**src/logic/gpx_cfg.svh**
```systemverilog
/*
  Constants of the 16-line two-wire I/O expander: slave address, register
  pointer codes, reset values, noise filter timing and bus register offsets.
  Assumes a 20 MHz system clock and inclusion by every design file except the package.
*/
//
// Behaviour
// - Sixteen I/O lines form two 8-bit ports, each with direction, input, output and inversion.
// - After reset every line is an input and no pin is driven until direction is changed.
// - Each pin is driven or released according to its own stored direction bit.
// - The input register holds sampled input levels and the output register the drive levels.
// - An input bit is reported inverted when its inversion bit is set, otherwise unchanged.
// - A low reset pin restores all registers and restarts the serial state machine.
// - The interrupt pin is pulled low while any input differs from its captured value.
// - One slave address bit is taken from the address-select pin.
// - The serial slave works with serial clock rates up to 400 kHz.
// - Output pins hold latched values and change only when the output register is written.
// - Short spikes on the serial clock and data are filtered before the state machine.
// - The last bit of the address byte is 1 for a read and 0 for a write.
`ifndef GPX_CFG_SVH
`define GPX_CFG_SVH

`define GPX_ADDR_HI 6'h10
`define GPX_GRP_IN 2'h0
`define GPX_GRP_OUT 2'h1
`define GPX_GRP_INV 2'h2
`define GPX_GRP_CFG 2'h3
`define GPX_OUT_RST 16'hffff
`define GPX_INV_RST 16'h0000
`define GPX_CFG_RST 16'hffff

`define GPX_CLK_NS 50
`define GPX_SPIKE_NS 50
`define GPX_FILT_CYC ((`GPX_SPIKE_NS + `GPX_CLK_NS - 1) / `GPX_CLK_NS + 1)
`define GPX_SCL_MAX_KHZ 400
`define GPX_SCL_HALF_CYC (1000000 / (2 * `GPX_SCL_MAX_KHZ) / `GPX_CLK_NS)

`define GPX_AX_STATUS 8'h00
`define GPX_AX_MASK 8'h04
`define GPX_AX_VIEW_A 8'h08
`define GPX_AX_VIEW_B 8'h0c
`define GPX_EV_PIN 0
`define GPX_EV_WR 1
`define GPX_EV_RD 2
`define GPX_NEV 3

`endif

```
**src/logic/gpx_pkg.sv**
```systemverilog
/*
  Types of the I/O expander: serial state machine states and AXI responses.
  Assumes nothing of its surroundings.
*/
package gpx_pkg;

  typedef enum logic [2:0] {
    ST_IDLE = 3'h0,
    ST_ADDR = 3'h1,
    ST_ACK = 3'h2,
    ST_WR_BYTE = 3'h3,
    ST_RD_BYTE = 3'h4,
    ST_RD_ACK = 3'h5
  } i2c_state_e;

  typedef logic [1:0] resp_t;
  localparam resp_t RESP_OKAY = 2'h0;
  localparam resp_t RESP_SLVERR = 2'h2;

endpackage

```
**src/logic/spike_filter.sv**
```systemverilog
/*
  Two-flop synchroniser followed by a stability filter for one serial line.
  Assumes an asynchronous input and a synchronous active-low reset.
*/
`timescale 1ns/1ns
`include "gpx_cfg.svh"

module spike_filter
#(
  parameter int FILT_CYC = `GPX_FILT_CYC
)
(
  input wire logic aclk,
  input wire logic aresetn,
  input wire logic din,
  output logic dout
);

  logic s1_ff, s2_ff, q_ff, nxt_q;
  logic [3:0] cnt_ff, nxt_cnt;

  // Delay is FILT_CYC+2 cycles, far below a fast-mode half period
  always_comb
  begin
    nxt_q = q_ff;
    nxt_cnt = 4'h0;
    if (s2_ff != q_ff)
    begin
      nxt_cnt = cnt_ff + 4'h1;
      if (cnt_ff == 4'(FILT_CYC - 1))
      begin
        nxt_q = s2_ff;
        nxt_cnt = 4'h0;
      end
    end
  end

  always_ff @(posedge aclk)
  begin
    if (!aresetn)
    begin
      s1_ff <= 1'b1;
      s2_ff <= 1'b1;
      q_ff <= 1'b1;
      cnt_ff <= 4'h0;
    end
    else
    begin
      s1_ff <= din;
      s2_ff <= s1_ff;
      q_ff <= nxt_q;
      cnt_ff <= nxt_cnt;
    end
  end

  assign dout = q_ff;
endmodule

```
**src/logic/axil_event_regs.sv**
```systemverilog
/*
  AXI4-Lite slave holding the event status, interrupt mask and two views.
  Assumes a master keeping one write and one read outstanding at most.
*/
`timescale 1ns/1ns
`include "gpx_cfg.svh"

module axil_event_regs
  import gpx_pkg::*;
#(
  parameter int NEV = `GPX_NEV
)
(
  input wire logic aclk,
  input wire logic aresetn,
  input wire logic [7:0] awaddr,
  input wire logic awvalid,
  output logic awready,
  input wire logic [31:0] wdata,
  input wire logic [3:0] wstrb,
  input wire logic wvalid,
  output logic wready,
  output logic [1:0] bresp,
  output logic bvalid,
  input wire logic bready,
  input wire logic [7:0] araddr,
  input wire logic arvalid,
  output logic arready,
  output logic [31:0] rdata,
  output logic [1:0] rresp,
  output logic rvalid,
  input wire logic rready,
  input wire logic [NEV-1:0] event_pulse,
  input wire logic [31:0] view_a,
  input wire logic [31:0] view_b,
  output logic irq
);

  logic aw_ok_ff, nxt_aw_ok, w_ok_ff, nxt_w_ok, do_wr;
  logic [7:0] wa_ff, nxt_wa;
  logic [31:0] wd_ff, nxt_wd, rdata_ff, nxt_rdata;
  logic [3:0] ws_ff, nxt_ws;
  logic bvalid_ff, nxt_bvalid, rvalid_ff, nxt_rvalid, irq_ff, nxt_irq;
  logic awready_ff, wready_ff, arready_ff;
  resp_t bresp_ff, nxt_bresp, rresp_ff, nxt_rresp;
  logic [NEV-1:0] status_ff, nxt_status, mask_ff, nxt_mask, clr;
  logic [7:0] wa_w, ra_w;

  always_comb
  begin
    nxt_aw_ok = aw_ok_ff;
    nxt_w_ok = w_ok_ff;
    nxt_wa = wa_ff;
    nxt_wd = wd_ff;
    nxt_ws = ws_ff;
    nxt_bvalid = bvalid_ff;
    nxt_bresp = bresp_ff;
    nxt_rvalid = rvalid_ff;
    nxt_rresp = rresp_ff;
    nxt_rdata = rdata_ff;
    nxt_mask = mask_ff;
    clr = '0;
    if (awvalid && !aw_ok_ff)
    begin
      nxt_aw_ok = 1'b1;
      nxt_wa = awaddr;
    end
    if (wvalid && !w_ok_ff)
    begin
      nxt_w_ok = 1'b1;
      nxt_wd = wdata;
      nxt_ws = wstrb;
    end
    wa_w = {wa_ff[7:2], 2'h0};
    do_wr = aw_ok_ff && w_ok_ff && !bvalid_ff;
    if (do_wr)
    begin
      nxt_aw_ok = 1'b0;
      nxt_w_ok = 1'b0;
      nxt_bvalid = 1'b1;
      nxt_bresp = RESP_OKAY;
      if (wa_w == `GPX_AX_STATUS && ws_ff[0])
        clr = wd_ff[NEV-1:0];
      else if (wa_w == `GPX_AX_MASK && ws_ff[0])
        nxt_mask = wd_ff[NEV-1:0];
      else if (wa_w != `GPX_AX_VIEW_A && wa_w != `GPX_AX_VIEW_B)
        nxt_bresp = RESP_SLVERR;
    end
    else if (bvalid_ff && bready)
      nxt_bvalid = 1'b0;
    ra_w = {araddr[7:2], 2'h0};
    if (arvalid && !rvalid_ff)
    begin
      nxt_rvalid = 1'b1;
      nxt_rresp = RESP_OKAY;
      nxt_rdata = 32'h0000_0000;
      if (ra_w == `GPX_AX_STATUS)
        nxt_rdata[NEV-1:0] = status_ff;
      else if (ra_w == `GPX_AX_MASK)
        nxt_rdata[NEV-1:0] = mask_ff;
      else if (ra_w == `GPX_AX_VIEW_A)
        nxt_rdata = view_a;
      else if (ra_w == `GPX_AX_VIEW_B)
        nxt_rdata = view_b;
      else
        nxt_rresp = RESP_SLVERR;
    end
    else if (rvalid_ff && rready)
      nxt_rvalid = 1'b0;
    // A new event wins over a clear in the same cycle
    nxt_status = (status_ff & ~clr) | event_pulse;
    nxt_irq = |(status_ff & mask_ff);
  end

  always_ff @(posedge aclk)
  begin
    if (!aresetn)
    begin
      aw_ok_ff <= 1'b0;
      w_ok_ff <= 1'b0;
      wa_ff <= 8'h00;
      wd_ff <= 32'h0000_0000;
      ws_ff <= 4'h0;
      bvalid_ff <= 1'b0;
      bresp_ff <= RESP_OKAY;
      rvalid_ff <= 1'b0;
      rresp_ff <= RESP_OKAY;
      rdata_ff <= 32'h0000_0000;
      status_ff <= '0;
      mask_ff <= '0;
      irq_ff <= 1'b0;
      awready_ff <= 1'b1;
      wready_ff <= 1'b1;
      arready_ff <= 1'b1;
    end
    else
    begin
      aw_ok_ff <= nxt_aw_ok;
      w_ok_ff <= nxt_w_ok;
      wa_ff <= nxt_wa;
      wd_ff <= nxt_wd;
      ws_ff <= nxt_ws;
      bvalid_ff <= nxt_bvalid;
      bresp_ff <= nxt_bresp;
      rvalid_ff <= nxt_rvalid;
      rresp_ff <= nxt_rresp;
      rdata_ff <= nxt_rdata;
      status_ff <= nxt_status;
      mask_ff <= nxt_mask;
      irq_ff <= nxt_irq;
      // Ready lines kept as their own flops so the ports come from registers
      awready_ff <= !nxt_aw_ok;
      wready_ff <= !nxt_w_ok;
      arready_ff <= !nxt_rvalid;
    end
  end

  assign awready = awready_ff;
  assign wready = wready_ff;
  assign bvalid = bvalid_ff;
  assign bresp = bresp_ff;
  assign arready = arready_ff;
  assign rvalid = rvalid_ff;
  assign rresp = rresp_ff;
  assign rdata = rdata_ff;
  assign irq = irq_ff;

endmodule

```
**src/logic/gpx_top.sv**
```systemverilog
/*
  Sixteen-line I/O expander: two-wire serial slave, port registers, change
  interrupt, and an AXI4-Lite window for event status. Assumes pins arrive
  asynchronously and that the pad logic resolves the open-drain enables.
*/
`timescale 1ns/1ns
`include "gpx_cfg.svh"

module gpx_top
  import gpx_pkg::*;
(
  input wire logic aclk,
  input wire logic aresetn,
  input wire logic ext_reset_n,
  input wire logic addr_sel,
  input wire logic scl_i,
  input wire logic sda_i,
  output logic sda_o,
  output logic sda_oe,
  output logic int_o,
  output logic int_oe,
  input wire logic [15:0] gpio_i,
  output logic [15:0] gpio_o,
  output logic [15:0] gpio_oe,
  output logic irq,
  input wire logic [7:0] awaddr,
  input wire logic awvalid,
  output logic awready,
  input wire logic [31:0] wdata,
  input wire logic [3:0] wstrb,
  input wire logic wvalid,
  output logic wready,
  output logic [1:0] bresp,
  output logic bvalid,
  input wire logic bready,
  input wire logic [7:0] araddr,
  input wire logic arvalid,
  output logic arready,
  output logic [31:0] rdata,
  output logic [1:0] rresp,
  output logic rvalid,
  input wire logic rready
);

  ////////////////////////////////////////////////////////////////////////////
  // Pin synchronisers and filtered serial lines

  logic [15:0] pin_s1_ff, pin_s2_ff;
  logic addr_s1_ff, addr_s2_ff, rst_s1_ff, rst_s2_ff;
  logic scl_f, sda_f, scl_d_ff, sda_d_ff, rst_all;

  always_ff @(posedge aclk)
  begin
    if (!aresetn)
    begin
      rst_s1_ff <= 1'b1;
      rst_s2_ff <= 1'b1;
    end
    else
    begin
      rst_s1_ff <= ext_reset_n;
      rst_s2_ff <= rst_s1_ff;
    end
    pin_s1_ff <= gpio_i;
    pin_s2_ff <= pin_s1_ff;
    addr_s1_ff <= addr_sel;
    addr_s2_ff <= addr_s1_ff;
  end

  // Reset pin acts like the power-on reset on every register
  assign rst_all = !aresetn || !rst_s2_ff;

  spike_filter scl_filt (
    .aclk(aclk),
    .aresetn(!rst_all),
    .din(scl_i),
    .dout(scl_f)
  );

  spike_filter sda_filt (
    .aclk(aclk),
    .aresetn(!rst_all),
    .din(sda_i),
    .dout(sda_f)
  );

  ////////////////////////////////////////////////////////////////////////////
  // Serial slave and port registers

  // Bits 7:0 are bank0_line0 upward, bits 15:8 bank1_line0 upward
  i2c_state_e st_ff, nxt_st;
  logic [2:0] cnt_ff, nxt_cnt, ptr_ff, nxt_ptr;
  logic [7:0] shift_ff, nxt_shift, sh_in, rd_byte;
  logic rw_ff, nxt_rw, first_ff, nxt_first, ph_ff, nxt_ph, sda_oe_ff, nxt_sda_oe;
  logic [15:0] out_ff, nxt_out, inv_ff, nxt_inv, cfg_ff, nxt_cfg, in_ff, nxt_in;
  logic [15:0] oe_ff;
  logic start, stop, scl_rise, scl_fall, addr_hit, load, ev_wr, ev_rd;
  logic chg, int_oe_ff, chg_d_ff;

  function automatic logic [7:0] pick(input logic [15:0] v, input logic hi);
    pick = hi ? v[15:8] : v[7:0];
  endfunction

  assign start = scl_f && scl_d_ff && sda_d_ff && !sda_f;
  assign stop = scl_f && scl_d_ff && !sda_d_ff && sda_f;
  assign scl_rise = scl_f && !scl_d_ff;
  assign scl_fall = !scl_f && scl_d_ff;
  assign addr_hit = shift_ff[6:0] == {`GPX_ADDR_HI, addr_s2_ff};
  assign sh_in = {shift_ff[6:0], sda_f};

  always_comb
  begin
    unique case (ptr_ff[2:1])
      `GPX_GRP_IN: rd_byte = pick(pin_s2_ff ^ inv_ff, ptr_ff[0]);
      `GPX_GRP_OUT: rd_byte = pick(out_ff, ptr_ff[0]);
      `GPX_GRP_INV: rd_byte = pick(inv_ff, ptr_ff[0]);
      `GPX_GRP_CFG: rd_byte = pick(cfg_ff, ptr_ff[0]);
    endcase
  end

  always_comb
  begin
    nxt_st = st_ff;
    nxt_cnt = cnt_ff;
    nxt_ptr = ptr_ff;
    nxt_shift = shift_ff;
    nxt_rw = rw_ff;
    nxt_first = first_ff;
    nxt_ph = ph_ff;
    nxt_sda_oe = sda_oe_ff;
    nxt_out = out_ff;
    nxt_inv = inv_ff;
    nxt_cfg = cfg_ff;
    nxt_in = in_ff;
    load = 1'b0;
    ev_wr = 1'b0;
    ev_rd = 1'b0;
    if (start)
    begin
      nxt_st = ST_ADDR;
      nxt_cnt = 3'h0;
      nxt_ph = 1'b0;
      nxt_sda_oe = 1'b0;
    end
    else if (stop)
    begin
      nxt_st = ST_IDLE;
      nxt_sda_oe = 1'b0;
    end
    else
    begin
      unique case (st_ff)
        ST_IDLE:
          nxt_sda_oe = 1'b0;
        ST_ADDR:
          if (scl_rise)
          begin
            nxt_shift = sh_in;
            nxt_cnt = cnt_ff + 3'h1;
            if (cnt_ff == 3'h7)
            begin
              nxt_rw = sda_f;
              nxt_first = 1'b1;
              nxt_ph = 1'b0;
              nxt_st = addr_hit ? ST_ACK : ST_IDLE;
            end
          end
        ST_ACK:
          if (scl_fall)
          begin
            nxt_ph = !ph_ff;
            nxt_sda_oe = !ph_ff;
            nxt_cnt = 3'h0;
            if (ph_ff && rw_ff)
            begin
              load = 1'b1;
              nxt_st = ST_RD_BYTE;
              nxt_shift = rd_byte;
              nxt_sda_oe = !rd_byte[7];
              nxt_ptr = ptr_ff + 3'h1;
            end
            else if (ph_ff)
              nxt_st = ST_WR_BYTE;
          end
        ST_WR_BYTE:
          if (scl_rise)
          begin
            nxt_shift = sh_in;
            nxt_cnt = cnt_ff + 3'h1;
            if (cnt_ff == 3'h7)
            begin
              nxt_st = ST_ACK;
              nxt_first = 1'b0;
              if (first_ff)
                nxt_ptr = sh_in[2:0];
              else
              begin
                nxt_ptr = ptr_ff + 3'h1;
                ev_wr = 1'b1;
                // Input group is read-only, writes there are dropped
                unique case ({ptr_ff[2:1], ptr_ff[0]})
                  {`GPX_GRP_OUT, 1'b0}: nxt_out[7:0] = sh_in;
                  {`GPX_GRP_OUT, 1'b1}: nxt_out[15:8] = sh_in;
                  {`GPX_GRP_INV, 1'b0}: nxt_inv[7:0] = sh_in;
                  {`GPX_GRP_INV, 1'b1}: nxt_inv[15:8] = sh_in;
                  {`GPX_GRP_CFG, 1'b0}: nxt_cfg[7:0] = sh_in;
                  {`GPX_GRP_CFG, 1'b1}: nxt_cfg[15:8] = sh_in;
                  default: ev_wr = 1'b0;
                endcase
              end
            end
          end
        ST_RD_BYTE:
        begin
          if (scl_rise)
          begin
            nxt_cnt = cnt_ff + 3'h1;
            if (cnt_ff == 3'h7)
              nxt_st = ST_RD_ACK;
          end
          if (scl_fall)
          begin
            nxt_shift = {shift_ff[6:0], 1'b0};
            nxt_sda_oe = !shift_ff[6];
          end
        end
        ST_RD_ACK:
        begin
          if (scl_fall)
            nxt_sda_oe = 1'b0;
          if (scl_rise && sda_f)
          begin
            nxt_st = ST_IDLE;
            ev_rd = 1'b1;
          end
          else if (scl_rise)
          begin
            nxt_st = ST_ACK;
            nxt_ph = 1'b1;
          end
        end
      endcase
    end
    // Reading the input group recaptures the pins and clears the change
    if (load && ptr_ff[2:1] == `GPX_GRP_IN && ptr_ff[0])
      nxt_in[15:8] = pin_s2_ff[15:8];
    else if (load && ptr_ff[2:1] == `GPX_GRP_IN)
      nxt_in[7:0] = pin_s2_ff[7:0];
  end

  assign chg = |(pin_s2_ff ^ in_ff);

  always_ff @(posedge aclk)
  begin
    scl_d_ff <= scl_f;
    sda_d_ff <= sda_f;
    if (rst_all)
    begin
      st_ff <= ST_IDLE;
      cnt_ff <= 3'h0;
      ptr_ff <= 3'h0;
      shift_ff <= 8'h00;
      rw_ff <= 1'b0;
      first_ff <= 1'b0;
      ph_ff <= 1'b0;
      sda_oe_ff <= 1'b0;
      out_ff <= `GPX_OUT_RST;
      inv_ff <= `GPX_INV_RST;
      cfg_ff <= `GPX_CFG_RST;
      oe_ff <= 16'h0000;
      in_ff <= pin_s2_ff;
      int_oe_ff <= 1'b0;
      chg_d_ff <= 1'b0;
    end
    else
    begin
      st_ff <= nxt_st;
      cnt_ff <= nxt_cnt;
      ptr_ff <= nxt_ptr;
      shift_ff <= nxt_shift;
      rw_ff <= nxt_rw;
      first_ff <= nxt_first;
      ph_ff <= nxt_ph;
      sda_oe_ff <= nxt_sda_oe;
      out_ff <= nxt_out;
      inv_ff <= nxt_inv;
      cfg_ff <= nxt_cfg;
      oe_ff <= ~nxt_cfg;
      in_ff <= nxt_in;
      int_oe_ff <= chg;
      chg_d_ff <= chg;
    end
  end

  assign sda_o = 1'b0;
  assign sda_oe = sda_oe_ff;
  assign int_o = 1'b0;
  assign int_oe = int_oe_ff;
  assign gpio_o = out_ff;
  assign gpio_oe = oe_ff;

  ////////////////////////////////////////////////////////////////////////////
  // Event status over AXI4-Lite

  axil_event_regs regs (
    .aclk(aclk),
    .aresetn(!rst_all),
    .awaddr(awaddr),
    .awvalid(awvalid),
    .awready(awready),
    .wdata(wdata),
    .wstrb(wstrb),
    .wvalid(wvalid),
    .wready(wready),
    .bresp(bresp),
    .bvalid(bvalid),
    .bready(bready),
    .araddr(araddr),
    .arvalid(arvalid),
    .arready(arready),
    .rdata(rdata),
    .rresp(rresp),
    .rvalid(rvalid),
    .rready(rready),
    .event_pulse({ev_rd, ev_wr, chg && !chg_d_ff}),
    .view_a({cfg_ff, out_ff}),
    .view_b({pin_s2_ff, in_ff}),
    .irq(irq)
  );
endmodule

```
**config.mk**
```make
export PLATFORM = sky130hd
export DESIGN_NAME = gpx_top
export DESIGN_NICKNAME = d
export VERILOG_FILES = /design/src/logic/gpx_pkg.sv /design/src/logic/spike_filter.sv /design/src/logic/axil_event_regs.sv /design/src/logic/gpx_top.sv
export VERILOG_INCLUDE_DIRS = /design/src /design/src/logic
export SDC_FILE = /design/constraint.sdc
export NUM_CORES = 1
export LEC_CHECK = 0
export BUFFER_PORTS_ARGS = -buffer_cell sky130_fd_sc_hd__buf_2
export CORE_UTILIZATION = 60
export CTS_BUF_LIST = sky130_fd_sc_hd__clkbuf_8
export DETAILED_ROUTE_END_ITERATION = 6
export HOLD_SLACK_MARGIN = 0.03
export PLACE_DENSITY = 0.83
export SLEW_MARGIN = 20
export SYNTH_ARGS = -nofsm -noshare
export SYNTH_HDL_FRONTEND = slang
export SYNTH_SLANG_ARGS = --single-unit
export TNS_END_PERCENT = 5
```
**constraint.sdc**
```tcl
create_clock -name aclk -period 5.6 [get_ports aclk]
set_input_delay 0.28 -clock aclk [delete_from_list [all_inputs] [get_ports aclk]]
set_output_delay 0.28 -clock aclk [all_outputs]
set_load 0.01 [all_outputs]
```
# Word level (Yosys, flattened, before mapping)
# Index checks and enable logic that the tools add are counted.
# word_totals
output_inout_bits	78
regBits	215
input_bits	79
# classes
n_addsub	4
reduce_logical	81
eq_ne	52
n_bitwise	13
mux	99
# ops
cell	n
$mux 16	7
$mux 8	9
$mux 3	22
$mux 32	2
$mux 29	2
$reduce_and 7->1	8
$mux 1	37
$pmux 8 s4	1
$xor 16x16->16	2
$mux 7	4
$ne 4x4->1 const B	7
$ne 2x2->1 const B	13
$logic_and 1x1->1	22
$eq 3x3->1 const B	7
$pmux 7 s3	1
$reduce_and 10->1	2
$logic_not 1->1	17
$mux 2	8
$not 16->16	1
$reduce_or 16->1	1
$pmux 3 s5	1
$reduce_or 3->1	5
$eq 3x2->1 const B	4
$eq 6x1->1 const B	2
36 further kinds	64

# Longest topological paths before layout
# depth
ltp_word	10
ltp_mapped	8
ltp_nobuf	7

# Cells and area by module
# Synthesis repeated with hierarchy kept, for this count alone.
# unflattened
hier_cells	832
area_unflattened_um2	8737.1
# modules_own_cells
module	seq_area_each_um2	n_inst	area_each_um2	cells_per_inst
gpx_top	2942.8	1	5835.6	570
axil_event_regs	1161.1	1	2386.0	214
spike_filter	140.1	2	257.7	24

# Worst setup path before layout
# OpenSTA, ideal clock, no wires.
# synth_timing
kind	flip-flop to flip-flop
start	reg ptr_ff[0]
end	reg in_ff[0] (enable)
n_path_buf	3
setup_ps	384
path_slack_ps	3681
path_stages_with_launch	5
arrival_time_ps	1535
t_required_ps	5216
path_cell_list	dfxtp_1 > buf_2 > buf_2 > buf_2 > o21ai_0
# synth_between
elab_chain_cells	3
# synth_lines
item	line_no	rtl
from (decl)	gpx_top.sv:92	logic [2:0] cnt_ff, nxt_cnt, ptr_ff, nxt_ptr;
from (signal assigned)	gpx_top.sv:279	ptr_ff <= nxt_ptr;
$logic_and 1x1->1	gpx_top.sv:245	if (load && ptr_ff[2:1] == `GPX_GRP_IN && ptr_ff[0])
$ne 2x2->1 (no line)	-	
$reduce_and 2->1 (no line)	-	
to (signal assigned)	gpx_top.sv:271	in_ff <= pin_s2_ff;
to (signal assigned)	gpx_top.sv:289	in_ff <= nxt_in;
to (decl)	gpx_top.sv:95	logic [15:0] out_ff, nxt_out, inv_ff, nxt_inv, cfg_ff, nxt_cfg, in_ff, nxt_in;
# Every way passes these cells.
# A chain may end at the register's enable or synchronous reset.

# Worst setup path in the final report
# layout_timing
start	reg st_ff[0]
end	reg inv_ff[4]
# layout_between
elab_chain_cells	2
# layout_lines
item	line_no	rtl
from (decl)	gpx_top.sv:91	i2c_state_e st_ff, nxt_st;
from (signal assigned)	gpx_top.sv:277	st_ff <= nxt_st;
$eq 3x2->1	gpx_top.sv:152	unique case (st_ff)
$reduce_and 7->1 (no line)	-	
to (signal assigned)	gpx_top.sv:268	inv_ff <= `GPX_INV_RST;
to (signal assigned)	gpx_top.sv:286	inv_ff <= nxt_inv;
to (decl)	gpx_top.sv:95	
# Every way passes these cells.

==> impl_metrics.csv <==
group,metric,value,unit
place,hpwlAfterDp,14400,um
grt,antenna_found_initial,1,
finish,area_growth,19.5,%
place,port_buffers,116,
yosys,synthCells,861,
yosys,ys_ff_latch,211,
yosys,synth-seq-area-share,0.508,
sta,min_period,2.89,ns
clock_network,clk_pin_slew,0.06,ns
yosys,avgSynthCellArea,10.0,um^2
route,drtPass1Iterations,5,
route,drtIter0Drc,634,
sta,rsz0062_at_grt,"no",
grt,track_usage,0.308,
critical_path,startpoint,"st_ff[0]",
sta,slew_viol_final,0,
clock_network,clock_path_buffers,3,
sta,fin_crit_sh,0.516,
floorplanning,rows,43,
grt,grt-ovfl-total,0,
route,viasPerCell,5.87,
critical_path,crit_fanout,20,
sta,tightest_slew,0.943,ns
yosys,async_flop_share,0,
grt,grt_max_degree,66,
finish,n_fill_cell,931,
clock_network,cts_made_buffers,35,
critical_path,criticalPathCategory,"reg -> reg",
clock_network,ctsResizeCount,0,
sta,finalSetupTns,0,ns
clock_network,clk_latency,0.53,ns
floorplanning,die_w,122,um
route,wl_per_cell,18.7,um
critical_path,path_cells,"inv_1, nor4_4, nand3_2, mux2i_1, nor2_1",
yosys,syn-cell-area,0.00863,mm^2
pwr,ir_drop,0.000308,V
critical_path,cp-end-kind,"flop",
critical_path,critPathMaxStageDelay,0.88,ns
yosys,yosysUniqueCellTypes,59,
clock_network,htree_num_levels,2,
critical_path,slowest_stage,"nor4_4",
clock_network,numClockSinks,211,
floorplanning,io_pins,157,
floorplanning,core_area,0.0139,mm^2
clock_network,cts_hold_buf,34,
finish,multiInputGateArea,0.00392,mm^2
yosys,yosys_warnings,0,
sta,holdWs,0.0486,ns
floorplanning,die_area,0.0149,mm^2
critical_path,crit_family,"simple AND/OR/NAND/NOR gates",
sta,final-hold-violation-count,0,
floorplanning,die_y,122,um
pwr,p_per_area,312,mW/mm^2
pwr,p_leak,4.42,nW
sta,slew_headroom,0.366,
min_path,hold_start,"wvalid",
clock_network,cts_tree,"yes",
critical_path,cp_num_buf_inv,1,
sta,setup_violations,0,
min_path,min-delay-path-class,"in -> reg",
grt,grt_pass1_vias,6761,
finish,seq_area,0.00438,mm^2
finish,nNetsFinal,1090,
status,status,"complete, no violations",
route,route.detailed.drc,0,
clock_network,cts_root_buf,"clkbuf_8",
sta,skew,0.0117,ns
finish,diodes,0,
critical_path,crit_path_start_kind,"flop",
critical_path,required,5.98,ns
route,vias,7057,
clock_network,postCtsSetupBuffers,0,
yosys,synth_edf_count,16,
grt,grt_pass1_wl,35100,um
route,final_antenna_net_count,0,
critical_path,cp.arrival,3.27,ns
sta,fmax,0.346,GHz
place,place_congestion,0.939,
run,cap_violations,0,
finish,drive_gt1_frac,0.222,
critical_path,timing.rr.start,"st_ff[0]",
yosys,synth_flop_cell,"dfxtp_1",
floorplanning,initial_core_util,0.619,
route,routed_wl,22500,um
-- synth_stat cells, drive strengths merged, types with 17 or more instances --
library cell	number	share of area
xnor2	31	0.031
mux2	34	0.044
mux2i	57	0.066
buf	23	0.016
nor2	103	0.045
o21ai	17	0.0099
nand2	74	0.032
nand2b	18	0.013
a22oi	32	0.028
nand3	44	0.027
dfxtp	195	0.45
clkbuf	38	0.017
-- flip-flops by register name, summed over array words and instances (netlist names), 3 cells and up, named ones only --
signal           cells
regs.rdata          32
gpio_o              16
gpio_oe             16
in_ff               16
inv_ff              16
pin_s1_ff           16
pin_s2_ff           16
shift_ff             7
regs.wa_ff           6
scl_filt.cnt_ff      4
sda_filt.cnt_ff      4
cnt_ff               3
ptr_ff               3
regs.mask_ff         3
regs.status_ff       3
regs.wd_ff           3
st_ff                3
-- layer usage --
| metal | track usage | vias to the layer above | routed length, um |
|---|---|---|---|
| li1 | - | 3293 | - |
| met1 | 0.384 | 3355 | 9160 |
| met2 | 0.504 | 321 | 10900 |
| met3 | 0.0590 | 88 | 1500 |
| met4 | 0.162 | 0 | 999 |
| met5 | 0 | - | 0 |
-- final cells by class --
class / instances / area share
Sequential cell: 211 / 0.425
Clock buffer: 45 / 0.0601
Clock inverter: 18 / 0.0132
Timing Repair Buffer: 156 / 0.0937
Inverter: 15 / 0.00546
Multi-Input combinational cell: 577 / 0.380
Tap cell: 180 / 0.0219
-- kinds of logic (layout without fill, tap and decap cells) --
family | Yosys count | count (layout) | share of synthesized area
compound gates | 122 | 122 | 0.0997
xor+xnor | 38 | 38 | 0.0386
fa+ha+maj | 15 | 15 | 0.0218
buf+inv | 76 | 234 | 0.0393
flops | 211 | 211 | 0.508
mux | 96 | 96 | 0.124
other cells | 1 | 4 | 0.000435
simple gates | 302 | 302 | 0.168
-- where the power goes --
group	leakage, nW	switching [mW]	internal, mW
Sequential	1.75	0.0389	1.56
Combinational	2.25	0.0951	0.0872
Clock	0.423	0.614	0.819
Total	4.42	0.748	2.47
-- worst min-delay path, delay by kind of cell --
kind / cells / cell delay, ns
AND/OR/NAND/NOR: 2 / 0.15
buffers and inverters: 1 / 0.10
-- cells in the final DEF, fill, tap and decap left out, types with 5 or more instances in the layout --
cell type	n
nor2_1	103
dlygate4sd3_1	34
mux4_2	5
buf_2	116
inv_1	22
and3_1	10
a31oi_1	7
a32o_1	6
nand4_1	6
a221oi_1	8
and2_1	9
nand2b_1	18
nand2_1	72
mux2i_1	57
xor2_1	7
o22ai_1	8
nor2b_1	11
ha_1	15
dfxtp_1	195
a22oi_1	32
nand3_1	41
buf_4	6
o21ai_0	17
or4_1	6
a21oi_1	16
clkinv_2	6
edfxtp_1	16
o211ai_1	6
clkbuf_8	45
xnor2_1	31
mux2_2	34
-- through the flow --
stage | power (mW) | area [um^2] | std cells | util | setup slack, ns
CTS | 3.22 | 10300 | 1202 | 0.740 | 2.79
global route | 3.33 | 10300 | 1202 | 0.740 | 2.55
floorplan | 1.74 | 8640 | 864 | - | 3.68
detailed placement | 1.79 | 9210 | 1105 | 0.661 | 2.80
global placement | 1.79 | 9210 | 1105 | 0.661 | 2.83
finish | 3.22 | 10300 | 1202 | 0.740 | 2.71
-- path summary, 6_finish.rpt --
path | cells after the start | endpoint | slack, ns
max | 5 | inv_ff[4] | 2.71
max reg2reg | 5 | inv_ff[4] | 2.71
min | 3 | regs.w_ok_ff | 0.05
min reg2reg | 0 | pin_s2_ff[7] | 0.32
Note: power is estimated with default switching activity, not from simulation.
